===== config.mk =====
export PLATFORM = sky130hd
export DESIGN_NAME = stfs_top
export DESIGN_NICKNAME = d
export VERILOG_FILES = /design/src/verilog/stfs_pkg.sv /design/src/verilog/stfs_top.sv
export VERILOG_INCLUDE_DIRS = /design/src /design/src/verilog
export SDC_FILE = /design/constraint.sdc
export NUM_CORES = 1
export LEC_CHECK = 0
export BUFFER_PORTS_ARGS = -buffer_cell sky130_fd_sc_hd__buf_4
export CAP_MARGIN = 0
export CORE_AREA = 4 4 131 133
export CTS_CLUSTER_DIAMETER = 30
export DETAILED_ROUTE_END_ITERATION = 6
export DIE_AREA = 0 0 135 137
export PLACE_DENSITY = 0.79
export REMOVE_ABC_BUFFERS = 1
export SYNTH_ARGS = -nofsm -noshare
export SYNTH_HDL_FRONTEND = slang
export SYNTH_SLANG_ARGS = --single-unit

===== constraint.sdc =====
create_clock -name aclk -period 2.55 [get_ports aclk]
set_clock_uncertainty 0.05 [all_clocks]
set_input_delay 0.765 -clock aclk [delete_from_list [all_inputs] [get_ports aclk]]
set_output_delay 0.765 -clock aclk [all_outputs]
set_load 0.05 [all_outputs]

===== src/verilog/stfs_consts.svh =====
// Behaviour
// - Speed loop, bit 8 set, bit 9 clear: input 2 limits torque.
// - Torque loop: input 2 is torque reference; input 1 speed limit if bit 2.
// - Pulse format 000: pulse pair gives steps, sign pair gives direction.
// - Pulse format 001: pulse pair steps forward, sign pair steps reverse.
// - Quadrature A/B decode, codes 010 x1, 011 x2, one more code x4.
// - Monitor 1: torque if bit 6 clear, else speed or pulse speed reference, zero in torque loop.
// - Monitor 2: motor speed if bit 7 clear, else position error in position loop, zero otherwise.
// - Methods 0,1: prop input gives P control; method 2 ignores it; limits always.
// - Methods 7, 8, 9: prop input switches between the two combined modes.
// - Method 10: prop input commands zero clamp.
// - Method 11: prop input inhibits reference pulse acceptance.
// - Switch word bits are on/off function selects, except bits 5 to 3, the 3-bit pulse format code.
`ifndef STFS_CONSTS_SVH
`define STFS_CONSTS_SVH

// Register byte offsets
`define STFS_OFS_SW1     8'h00
`define STFS_OFS_SW2     8'h04
`define STFS_OFS_METHOD  8'h08
`define STFS_OFS_CTRL    8'h0c
`define STFS_OFS_STATUS  8'h10

// Reset values
`define STFS_RST_SW      16'h0000
`define STFS_RST_METHOD  4'h0

// Switch word 2 bit positions, and the run bit of the control register
`define STFS_B_SPD_LIM   2
`define STFS_B_FMT_LO    3
`define STFS_B_FMT_HI    5
`define STFS_B_MON1      6
`define STFS_B_MON2      7
`define STFS_B_TLIM      8
`define STFS_B_TFF       9
`define STFS_B_RUN       0

// Pulse formats (bits 5, 4, 3)
`define STFS_FMT_SIGN    3'h0
`define STFS_FMT_CWCCW   3'h1
`define STFS_FMT_QX1     3'h2
`define STFS_FMT_QX2     3'h3
`define STFS_FMT_QX4     3'h4

// Control methods
`define STFS_M_SPEED     4'h0
`define STFS_M_POS       4'h1
`define STFS_M_TORQUE    4'h2
`define STFS_M_POS_SPD   4'h7
`define STFS_M_POS_TRQ   4'h8
`define STFS_M_TRQ_SPD   4'h9
`define STFS_M_ZCLAMP    4'ha
`define STFS_M_INHIBIT   4'hb

// Bus responses
`define STFS_RESP_OKAY   2'h0
`define STFS_RESP_SLVERR 2'h2

`endif


===== src/verilog/stfs_pkg.sv =====
package stfs_pkg;
  // Bus channel handshake states, Gray along the path
  typedef enum logic [1:0] {
    STFS_IDLE = 2'b00,
    STFS_TAKE = 2'b01,
    STFS_RESP = 2'b11
  } stfs_bus_st_t;

  // Loop that is currently in effect
  typedef enum logic [1:0] {
    STFS_L_SPD = 2'b00,
    STFS_L_POS = 2'b01,
    STFS_L_TRQ = 2'b11
  } stfs_loop_t;
endpackage


===== src/verilog/stfs_top.sv =====
// The implementer's own choices: the placing of the registers and the AXI4-Lite slave port.
`timescale 1ns/1ps
`include "stfs_consts.svh"
module stfs_top (
  input  wire logic               aclk,
  input  wire logic               aresetn,
  input  wire logic [7:0]         s_axi_awaddr,
  input  wire logic               s_axi_awvalid,
  output logic                    s_axi_awready,
  input  wire logic [31:0]        s_axi_wdata,
  input  wire logic [3:0]         s_axi_wstrb,
  input  wire logic               s_axi_wvalid,
  output logic                    s_axi_wready,
  output logic [1:0]              s_axi_bresp,
  output logic                    s_axi_bvalid,
  input  wire logic               s_axi_bready,
  input  wire logic [7:0]         s_axi_araddr,
  input  wire logic               s_axi_arvalid,
  output logic                    s_axi_arready,
  output logic [31:0]             s_axi_rdata,
  output logic [1:0]              s_axi_rresp,
  output logic                    s_axi_rvalid,
  input  wire logic               s_axi_rready,
  input  wire logic               ref_pulse_a,
  input  wire logic               ref_pulse_a_n,
  input  wire logic               ref_sign_b,
  input  wire logic               ref_sign_b_n,
  input  wire logic               prop_ctrl_in,
  input  wire logic               fwd_current_limit_in,
  input  wire logic               rev_current_limit_in,
  input  wire logic [15:0]        analog_in_1,
  input  wire logic [15:0]        analog_in_2,
  input  wire logic [15:0]        torque_fb,
  input  wire logic [15:0]        motor_speed,
  input  wire logic [15:0]        pulse_speed,
  input  wire logic [15:0]        pos_error,
  output logic [15:0]             speed_ref_out,
  output logic                    speed_ref_valid,
  output logic [15:0]             torque_ref_out,
  output logic                    torque_ref_valid,
  output logic [15:0]             torque_limit_out,
  output logic                    torque_limit_valid,
  output logic [15:0]             torque_ff_out,
  output logic                    torque_ff_valid,
  output logic [15:0]             speed_limit_out,
  output logic                    speed_limit_valid,
  output logic                    step_fwd,
  output logic                    step_rev,
  output logic                    p_control_en,
  output logic                    zero_clamp_cmd,
  output logic                    pulse_inhibit,
  output logic                    fwd_tlim_en,
  output logic                    rev_tlim_en,
  output stfs_pkg::stfs_loop_t    active_loop,
  output logic [15:0]             monitor_out_1,
  output logic [15:0]             monitor_out_2
);
  import stfs_pkg::*;

  stfs_bus_st_t wr_st;
  stfs_bus_st_t rd_st;
  logic [15:0]  function_switch_word_1;
  logic [15:0]  function_switch_word_2;
  logic [3:0]   control_method_setting;
  logic         run;
  logic [15:0]  act_sw1;
  logic [15:0]  act_sw2;
  logic [3:0]   act_method;
  logic [7:0]   wr_addr;
  logic [31:0]  wr_data;
  logic [3:0]   wr_strb;
  logic [31:0]  next_rdata;
  logic         next_rerr;
  logic [31:0]  wmask;
  stfs_loop_t   next_loop;
  logic [2:0]   fmt;
  logic         a_now;
  logic         b_now;
  logic         a_prev;
  logic         b_prev;
  logic         a_rise;
  logic         a_fall;
  logic         b_rise;
  logic         b_fall;
  logic         next_fwd;
  logic         next_rev;
  logic         next_inh;

  // Byte lane mask from write strobes
  genvar gi;
  generate
    for (gi = 0; gi < 4; gi = gi + 1) begin : g_lane
      assign wmask[gi*8 +: 8] = {8{wr_strb[gi]}};
    end
  endgenerate

  // Write channel: address and data taken together, then response
  always_ff @(posedge aclk) begin
    if (!aresetn) begin
      wr_st         <= STFS_IDLE;
      s_axi_awready <= 1'b0;
      s_axi_wready  <= 1'b0;
      s_axi_bvalid  <= 1'b0;
      s_axi_bresp   <= `STFS_RESP_OKAY;
      wr_addr       <= 8'h00;
      wr_data       <= 32'h0000_0000;
      wr_strb       <= 4'h0;
    end else begin
      case (wr_st)
        STFS_IDLE: begin
          if (s_axi_awvalid && s_axi_wvalid) begin
            s_axi_awready <= 1'b1;
            s_axi_wready  <= 1'b1;
            wr_st         <= STFS_TAKE;
          end
        end
        STFS_TAKE: begin
          s_axi_awready <= 1'b0;
          s_axi_wready  <= 1'b0;
          wr_addr       <= s_axi_awaddr;
          wr_data       <= s_axi_wdata;
          wr_strb       <= s_axi_wstrb;
          s_axi_bvalid  <= 1'b1;
          s_axi_bresp   <= (s_axi_awaddr > `STFS_OFS_STATUS ||
                            s_axi_awaddr[1:0] != 2'h0) ?
                           `STFS_RESP_SLVERR : `STFS_RESP_OKAY;
          wr_st         <= STFS_RESP;
        end
        STFS_RESP: begin
          wr_strb <= 4'h0;
          if (s_axi_bready) begin
            s_axi_bvalid <= 1'b0;
            wr_st        <= STFS_IDLE;
          end
        end
        default: wr_st <= STFS_IDLE;
      endcase
    end
  end

  // Stored settings: switch words, method code and run bit
  always_ff @(posedge aclk) begin
    if (!aresetn) begin
      function_switch_word_1 <= `STFS_RST_SW;
      function_switch_word_2 <= `STFS_RST_SW;
      control_method_setting <= `STFS_RST_METHOD;
      run                    <= 1'b0;
    end else if (wr_st == STFS_RESP && wr_strb != 4'h0) begin
      case (wr_addr)
        `STFS_OFS_SW1: function_switch_word_1 <=
          (function_switch_word_1 & ~wmask[15:0]) |
          (wr_data[15:0] & wmask[15:0]);
        `STFS_OFS_SW2: function_switch_word_2 <=
          (function_switch_word_2 & ~wmask[15:0]) |
          (wr_data[15:0] & wmask[15:0]);
        `STFS_OFS_METHOD: begin
          if (wr_strb[0]) begin
            control_method_setting <= wr_data[3:0];
          end
        end
        `STFS_OFS_CTRL: begin
          if (wr_strb[0]) begin
            run <= wr_data[`STFS_B_RUN];
          end
        end
        default: run <= run;
      endcase
    end
  end

  // Active copy follows stored settings only while stopped
  always_ff @(posedge aclk) begin
    if (!aresetn) begin
      act_sw1    <= `STFS_RST_SW;
      act_sw2    <= `STFS_RST_SW;
      act_method <= `STFS_RST_METHOD;
    end else if (!run) begin
      act_sw1    <= function_switch_word_1;
      act_sw2    <= function_switch_word_2;
      act_method <= control_method_setting;
    end
  end

  // Read data decode
  always_comb begin
    next_rerr  = 1'b0;
    next_rdata = 32'h0000_0000;
    case (s_axi_araddr)
      `STFS_OFS_SW1:    next_rdata[15:0] = function_switch_word_1;
      `STFS_OFS_SW2:    next_rdata[15:0] = function_switch_word_2;
      `STFS_OFS_METHOD: next_rdata[3:0]  = control_method_setting;
      `STFS_OFS_CTRL:   next_rdata[0]    = run;
      `STFS_OFS_STATUS: next_rdata[11:0] = {act_method, 1'b0,
                                            pulse_inhibit,
                                            zero_clamp_cmd, p_control_en,
                                            fmt <= `STFS_FMT_QX4,
                                            active_loop, run};
      default:          next_rerr        = 1'b1;
    endcase
  end

  // Read channel
  always_ff @(posedge aclk) begin
    if (!aresetn) begin
      rd_st         <= STFS_IDLE;
      s_axi_arready <= 1'b0;
      s_axi_rvalid  <= 1'b0;
      s_axi_rdata   <= 32'h0000_0000;
      s_axi_rresp   <= `STFS_RESP_OKAY;
    end else begin
      case (rd_st)
        STFS_IDLE: begin
          if (s_axi_arvalid) begin
            s_axi_arready <= 1'b1;
            rd_st         <= STFS_TAKE;
          end
        end
        STFS_TAKE: begin
          s_axi_arready <= 1'b0;
          s_axi_rvalid  <= 1'b1;
          s_axi_rdata   <= next_rdata;
          s_axi_rresp   <= next_rerr ? `STFS_RESP_SLVERR : `STFS_RESP_OKAY;
          rd_st         <= STFS_RESP;
        end
        STFS_RESP: begin
          if (s_axi_rready) begin
            s_axi_rvalid <= 1'b0;
            rd_st        <= STFS_IDLE;
          end
        end
        default: rd_st <= STFS_IDLE;
      endcase
    end
  end

  // Loop in effect from method and prop input
  always_comb begin
    case (act_method)
      `STFS_M_POS, `STFS_M_INHIBIT: next_loop = STFS_L_POS;
      `STFS_M_TORQUE:               next_loop = STFS_L_TRQ;
      `STFS_M_POS_SPD: next_loop = prop_ctrl_in ? STFS_L_SPD
                                                : STFS_L_POS;
      `STFS_M_POS_TRQ: next_loop = prop_ctrl_in ? STFS_L_TRQ
                                                : STFS_L_POS;
      `STFS_M_TRQ_SPD: next_loop = prop_ctrl_in ? STFS_L_SPD
                                                : STFS_L_TRQ;
      default:                      next_loop = STFS_L_SPD;
    endcase
  end

  // Contact input meanings
  always_ff @(posedge aclk) begin
    if (!aresetn) begin
      active_loop    <= STFS_L_SPD;
      p_control_en   <= 1'b0;
      zero_clamp_cmd <= 1'b0;
      pulse_inhibit  <= 1'b0;
      fwd_tlim_en    <= 1'b0;
      rev_tlim_en    <= 1'b0;
    end else begin
      active_loop    <= next_loop;
      p_control_en   <= prop_ctrl_in && (act_method == `STFS_M_SPEED ||
                        act_method == `STFS_M_POS);
      zero_clamp_cmd <= prop_ctrl_in &&
                        act_method == `STFS_M_ZCLAMP;
      pulse_inhibit  <= next_inh;
      fwd_tlim_en    <= fwd_current_limit_in;
      rev_tlim_en    <= rev_current_limit_in;
    end
  end

  // Analog reference roles
  always_ff @(posedge aclk) begin
    if (!aresetn) begin
      speed_ref_out      <= 16'h0000;
      speed_ref_valid    <= 1'b0;
      torque_ref_out     <= 16'h0000;
      torque_ref_valid   <= 1'b0;
      torque_limit_out   <= 16'h0000;
      torque_limit_valid <= 1'b0;
      torque_ff_out      <= 16'h0000;
      torque_ff_valid    <= 1'b0;
      speed_limit_out    <= 16'h0000;
      speed_limit_valid  <= 1'b0;
    end else begin
      speed_ref_out      <= analog_in_1;
      speed_ref_valid    <= next_loop == STFS_L_SPD;
      torque_ref_out     <= analog_in_2;
      torque_ref_valid   <= next_loop == STFS_L_TRQ;
      torque_limit_out   <= analog_in_2;
      torque_limit_valid <= next_loop == STFS_L_SPD &&
                            act_sw2[`STFS_B_TLIM] && !act_sw2[`STFS_B_TFF];
      torque_ff_out      <= analog_in_2;
      torque_ff_valid    <= next_loop == STFS_L_SPD &&
                            !act_sw2[`STFS_B_TLIM] && act_sw2[`STFS_B_TFF];
      speed_limit_out    <= analog_in_1;
      speed_limit_valid  <= next_loop == STFS_L_TRQ &&
                            act_sw2[`STFS_B_SPD_LIM];
    end
  end

  // Pulse pair levels and edges
  assign fmt    = act_sw2[`STFS_B_FMT_HI:`STFS_B_FMT_LO];
  assign a_now  = ref_pulse_a && !ref_pulse_a_n;
  assign b_now  = ref_sign_b && !ref_sign_b_n;
  assign a_rise = a_now && !a_prev;
  assign a_fall = !a_now && a_prev;
  assign b_rise = b_now && !b_prev;
  assign b_fall = !b_now && b_prev;
  assign next_inh = prop_ctrl_in && act_method == `STFS_M_INHIBIT;

  // Step decode per pulse format
  always_comb begin
    next_fwd = 1'b0;
    next_rev = 1'b0;
    case (fmt)
      `STFS_FMT_SIGN: begin
        next_fwd = a_rise && !b_now;
        next_rev = a_rise && b_now;
      end
      `STFS_FMT_CWCCW: begin
        next_fwd = a_rise;
        next_rev = b_rise;
      end
      `STFS_FMT_QX1: begin
        next_fwd = a_rise && !b_now;
        next_rev = a_rise && b_now;
      end
      `STFS_FMT_QX2: begin
        next_fwd = (a_rise && !b_now) || (a_fall && b_now);
        next_rev = (a_rise && b_now) || (a_fall && !b_now);
      end
      `STFS_FMT_QX4: begin
        next_fwd = (a_rise && !b_now) || (a_fall && b_now) ||
                   (b_rise && a_now) || (b_fall && !a_now);
        next_rev = (a_rise && b_now) || (a_fall && !b_now) ||
                   (b_rise && !a_now) || (b_fall && a_now);
      end
      default: begin
        next_fwd = 1'b0;
        next_rev = 1'b0;
      end
    endcase
  end

  // Step outputs, gated by the pulse inhibit
  always_ff @(posedge aclk) begin
    if (!aresetn) begin
      a_prev   <= 1'b0;
      b_prev   <= 1'b0;
      step_fwd <= 1'b0;
      step_rev <= 1'b0;
    end else begin
      a_prev   <= a_now;
      b_prev   <= b_now;
      step_fwd <= next_fwd && !next_inh;
      step_rev <= next_rev && !next_inh;
    end
  end

  // Analog monitor sources
  always_ff @(posedge aclk) begin
    if (!aresetn) begin
      monitor_out_1 <= 16'h0000;
      monitor_out_2 <= 16'h0000;
    end else begin
      if (!act_sw2[`STFS_B_MON1]) begin
        monitor_out_1 <= torque_fb;
      end else if (next_loop == STFS_L_SPD) begin
        monitor_out_1 <= analog_in_1;
      end else if (next_loop == STFS_L_POS) begin
        monitor_out_1 <= pulse_speed;
      end else begin
        monitor_out_1 <= 16'h0000;
      end
      if (!act_sw2[`STFS_B_MON2]) begin
        monitor_out_2 <= motor_speed;
      end else if (next_loop == STFS_L_POS) begin
        monitor_out_2 <= pos_error;
      end else begin
        monitor_out_2 <= 16'h0000;
      end
    end
  end

  AST_TLIM: assert property (@(posedge aclk) disable iff (!aresetn)
    (next_loop == STFS_L_SPD && act_sw2[`STFS_B_TLIM] &&
     !act_sw2[`STFS_B_TFF]) |=> torque_limit_valid &&
     torque_limit_out == $past(analog_in_2))
    else $error("torque limit not routed from input 2");
  AST_TFF: assert property (@(posedge aclk) disable iff (!aresetn)
    (act_sw2[`STFS_B_TLIM] == act_sw2[`STFS_B_TFF]) |=>
     !torque_ff_valid && !torque_limit_valid)
    else $error("input 2 used while it should be ignored");
  AST_TRQ: assert property (@(posedge aclk) disable iff (!aresetn)
    next_loop == STFS_L_TRQ |=> torque_ref_valid &&
     speed_limit_valid == $past(act_sw2[`STFS_B_SPD_LIM]))
    else $error("torque loop reference roles wrong");
  AST_SIGN: assert property (@(posedge aclk) disable iff (!aresetn)
    (fmt == `STFS_FMT_SIGN && a_rise && b_now && !next_inh) |=>
     step_rev && !step_fwd)
    else $error("sign input did not set direction");
  AST_CW: assert property (@(posedge aclk) disable iff (!aresetn)
    (fmt == `STFS_FMT_CWCCW && b_rise && !next_inh) |=> step_rev)
    else $error("reverse pulse not counted");
  AST_QX1: assert property (@(posedge aclk) disable iff (!aresetn)
    (fmt == `STFS_FMT_QX1 && !a_rise) |=> !step_fwd && !step_rev)
    else $error("x1 decode counted a non rising edge");
  AST_MON1: assert property (@(posedge aclk) disable iff (!aresetn)
    (!act_sw2[`STFS_B_MON1]) |=> monitor_out_1 == $past(torque_fb))
    else $error("monitor 1 not torque");
  AST_MON2: assert property (@(posedge aclk) disable iff (!aresetn)
    (act_sw2[`STFS_B_MON2] && next_loop == STFS_L_POS) |=>
     monitor_out_2 == $past(pos_error))
    else $error("monitor 2 not position error");
  AST_PCON: assert property (@(posedge aclk) disable iff (!aresetn)
    act_method == `STFS_M_TORQUE |=> !p_control_en)
    else $error("prop input acted in torque method");
  AST_ZC: assert property (@(posedge aclk) disable iff (!aresetn)
    (act_method == `STFS_M_ZCLAMP && prop_ctrl_in) |=> zero_clamp_cmd)
    else $error("zero clamp not commanded");
  AST_INH: assert property (@(posedge aclk) disable iff (!aresetn)
    next_inh |=> !step_fwd && !step_rev && pulse_inhibit)
    else $error("pulses accepted while inhibited");
  AST_HOLD: assert property (@(posedge aclk) disable iff (!aresetn)
    (run && $past(run)) |-> $stable(act_method) && $stable(act_sw2))
    else $error("settings changed while running");
endmodule

# Word-level counts from Yosys, hierarchy flattened

Index checks and enable logic that the tools add are counted.

Input bits: 162
Bits in registers: 187
Output and inout port bits: 167
Word-level logic and storage cells: 175

Bitwise logic cells: 6
Multiplexer cells: 32
Reduce and logical (&&, ||, !) cells: 70
Equal/unequal tests: 28
Order comparisons: 2

Operators by type and width:

| cell                                                | count |
|---|---|
| two-way mux 16 bit                                  | 5 |
| bitwise AND 16 bit                                  | 3 |
| == test 8 x 4 -> 1 bit (second input constant)      | 4 |
| OR 16 bit                                           | 2 |
| logical AND 1 bit                                   | 26 |
| case mux 8 bit (3 select lines)                     | 1 |
| == test 4 bit (second input constant)               | 4 |
| == test 8 x 3 -> 1 bit (second input constant)      | 2 |
| logical NOT 8 bit                                   | 2 |
| two-way mux 2 bit                                   | 8 |
| inverter 16 bit                                     | 1 |
| case mux 4 bit (2 select lines)                     | 2 |
| AND reduction 2 bit                                 | 8 |
| case mux 1 bit (4 select lines)                     | 3 |
| case mux 2 bit (3 select lines)                     | 2 |
| case mux 3 bit (4 select lines)                     | 1 |
| case mux 2 bit (5 select lines)                     | 1 |
| nonzero test 2 bit                                  | 5 |
| logical NOT 1 bit                                   | 9 |
| == test 8 x 5 -> 1 bit (second input constant)      | 1 |
| > comparator 8 x 5 -> 1 bit (second input constant) | 1 |
| logical OR 1 bit                                    | 8 |
| != test 2 bit (second input constant)               | 4 |
| case mux 1 bit (2 select lines)                     | 4 |
| 17 further kinds                                    | 31 |

# Depth between registers and ports, before layout

Depth in word-level cells: 10
Mapped depth: 8
Mapped depth without buffers: 5

# Worst setup path before layout

Ideal clock, no wire load.

Path type: input to register
From: in prop_ctrl_in
To: reg monitor_out_1[10]
Library setup time: 0.133 ns
Slack: 0.435 ns
Required time: 2.367 ns
Stages: 6
Path buffers: 2
Data arrival time: 1.932 ns
Path through: or4b_4 o311a_1 buf_6 buf_6 a22oi_1 a21oi_1

Word-level cells in the longest chain between the ends: 6
Elaborated cells between the ends (all ways): 9
Classes of those cells: 1 x eq/ne; 7 x mux; 1 x reduce/logical

RTL lines:

| item                                            | RTL line        | source |
|---|---|---|
| start: declaration                              | stfs_top.sv:28  | `input wire logic prop_ctrl_in,` |
| two-way mux 2 bit, or another cell as far along | stfs_top.sv:245 | `` `STFS_M_TRQ_SPD: next_loop = prop_ctrl_in ? STFS_L_SPD `` |
| case mux 2 bit (5 select lines) *               | stfs_top.sv:238 | `case (act_method)` |
| == test 2 x 1 -> 1 bit                          | stfs_top.sv:371 | `end else if (next_loop == STFS_L_POS) begin` |
| two-way mux 16 bit                              | stfs_top.sv:371 |  |
| two-way mux 16 bit *                            | stfs_top.sv:369 | `end else if (next_loop == STFS_L_SPD) begin` |
| two-way mux 16 bit *                            | stfs_top.sv:367 | `` if (!act_sw2[`STFS_B_MON1]) begin `` |
| end signal: assignment                          | stfs_top.sv:368 | `monitor_out_1 <= torque_fb;` |
| end signal: assignment                          | stfs_top.sv:370 | `monitor_out_1 <= analog_in_1;` |
| end signal: assignment                          | stfs_top.sv:372 | `monitor_out_1 <= pulse_speed;` |
| end: declaration                                | stfs_top.sv:55  | `output logic [15:0] monitor_out_1,` |

Every way passes the cells marked *; elsewhere a longest branch is shown, timed or not.
A chain may end at the register's enable or synchronous reset.

==> metrics.cfg <==
[logic_synthesis]
yosys.area_share.simple_pct=20.6
synth_edf_count=0
synth_compound_area_share_pct=16.8
synthMuxAreaShare_pct=2.69
netlist_area_um2=7440
syn_area_per_cell_um2=8.99
synth_top_area_share_pct=48.7
synth_top_family_by_area=simple AND/OR/NAND/NOR gates
synthArstFlopShare_pct=0
synthTopCellsByArea=dfxtp_1 (49%), buf_4 (7.2%), nand2_1 (4.8%), a21oi_1 (4.5%), nand3_1 (3.6%)
ys_top_cells_by_count=dfxtp_1 (181), nand2_1 (95), buf_4 (71)
synth_xor_area_share_pct=0.235
yosys.area.top_type=dfxtp_1
synth_seq_area_share_pct=48.7
ys.flop_type=dfxtp_1
yosysUniqueCellTypes=54
yosysMostFrequentCell=dfxtp_1
synth_cells=828
synth-adder-area-share_pct=0
ys_ff_latch=181
yosys_warnings=0

[critical_path]
end_kind=flip-flop
cp.arrival_ps=2310
required_ps=2800
rr_worst_depth=5
crit_path_start_kind=flip-flop
crit_type=flip-flop to flip-flop
worst-path-max-fanout=16

[final_layout]
fin_cells=1275
drive_above_1_share_pct=34.5
postLayoutCoreUtil_pct=62.8
final_nets=1208
area_delta_synth_final_pct=33.5
fillers=1372
n_antenna_cell=0

[place]
gp_congestion=0.814
hpwl_mm=14.8
port_buffers=292
dpl.cell_count=1243
dp_slack_ps=178

[routing]
wl_met1_mm=8.33
wl_met3_mm=1.52
routed_wl_mm=20.1
drc=0
dr_wl_met2_mm=10.0
vias=6411
drt-pass1-iter-count=5
top_layer=met4
vias_per_cell=5.03
ant_nets=0
drt_iter0_markers=315
routedWlPerCell_um=15.8

[power]
leakage_nw=4.27
power_density_nw_per_um2=674
vdd_drop_max_v=0.000471

[clock_network]
cts-htree-levels=4
cts_made_buffers=17
cts_tree=built
clockBufferDepth=2
clk_latency_ps=430
post_cts_buffers=0
cts.sinks=181
cts_resized=0
path_clk_slew_ps=60
cts-root-buf=clkbuf_16
hold_buffers=0

[die]
fp.dieH_um=137
die_area_um2=18500
initial_core_util_pct=47.0
io_pins=329
die_x_um=135
core-area_um2=15800
rows=46

[timing]
final-hold-violation-count=0
max_clock_freq_ghz=0.486
slew_headroom_pct=36.5
finalSetupTns_ps=0
period_needed_ps=2060
setup_viol=0
min_period_over_period_pct=80.7
layout_setup_ws_ps=493
drv_slew=0
worstMarginPinSlew_ps=949
rsz0062_at_grt=false

[global_route]
grt_max_degree=114
grt-ovfl-total=0
grt_pass1_wl_mm=30.3
grt_pass1_vias=5948
antenna_found_initial=0
track_usage_pct=20.5

[status]
status=finished, final reports clean

[hold_path]
hold_path_depth=2
holdCritPathClass=flip-flop to flip-flop

[flow_run]
cap_viol_max_count=0

## final cells by class
class / instances / area [um^2] / share of cell area [%]
Tap cell: 216 / 270 / 2.72
Multi-Input combinational cell: 534 / 3080 / 31.0
Sequential cell: 181 / 3620 / 36.5
Clock inverter: 9 / 126 / 1.27
Clock buffer: 23 / 468 / 4.71
Inverter: 6 / 22.5 / 0.227
Timing Repair Buffer: 306 / 2350 / 23.6
## worst paths after layout
kind         slack (ps)       start          to
min                 400  wr_addr[7]  wr_addr[7]
min reg2reg         400  wr_addr[7]  wr_addr[7]
max                 490  wr_addr[4]   flip-flop
max reg2reg         490  wr_addr[4]   flip-flop
## kinds of logic after synthesis
kind of cell,Yosys count
AOI/OAI and AO/OA,200
DFF,181
muxes,20
other,1
and+or+nand+nor,294
buffers and inverters,130
xor gates and xnor gates,2
## report_power, final
part	internal (mW)	switching, mW
Clock	1.59	1.04
Combinational	0.371	0.707
Sequential	2.93	0.0561
Total	4.89	1.81
## metal layers
metal	vias up	global-route usage (%)
met5	-	0
met1	2975	25.9
met3	20	5.85
li1	3206	-
met2	210	33.8
met4	0	6.89
## stage by stage
step	cell area [um^2]	hold WS (ps)	total power, mW
finish	9940	403	6.70
global placement	9340	390	4.12
detailed placement	9340	396	4.13
global route	9940	424	6.94
floorplan	6720	361	3.66
CTS	9940	405	6.76
## layout by cell type (no fill, tap or decap), drive strengths merged, types with 2 or more instances in the layout
cell type and n:
dfxtp 181, a22oi 29, inv 6, a21o 2
nor3 9, o2111ai 2, nand4 2, and2b 2
a22o 10, nor2b 7, or3 4, buf 306
conb 18, clkinv 5, and2 42, mux2i 20
a21oi 67, nand3 58, clkbuf 23, or4b 3
nor4 2, nand3b 2, nand2b 20, o21a 3
nor3b 6, nor2 36, o21ai 72, o311ai 3
a31oi 4, nand2 95, and3 2, bufinv 3
## worst max-delay path, stage by stage, from the launching register on
cell and delay, ps:
dfxtp_1 310, or4b_4 560, nor3_4 310, nand3_2 390, nand3_1 240, o21ai_2 70
Note: power is estimated with default switching activity, not from simulation.
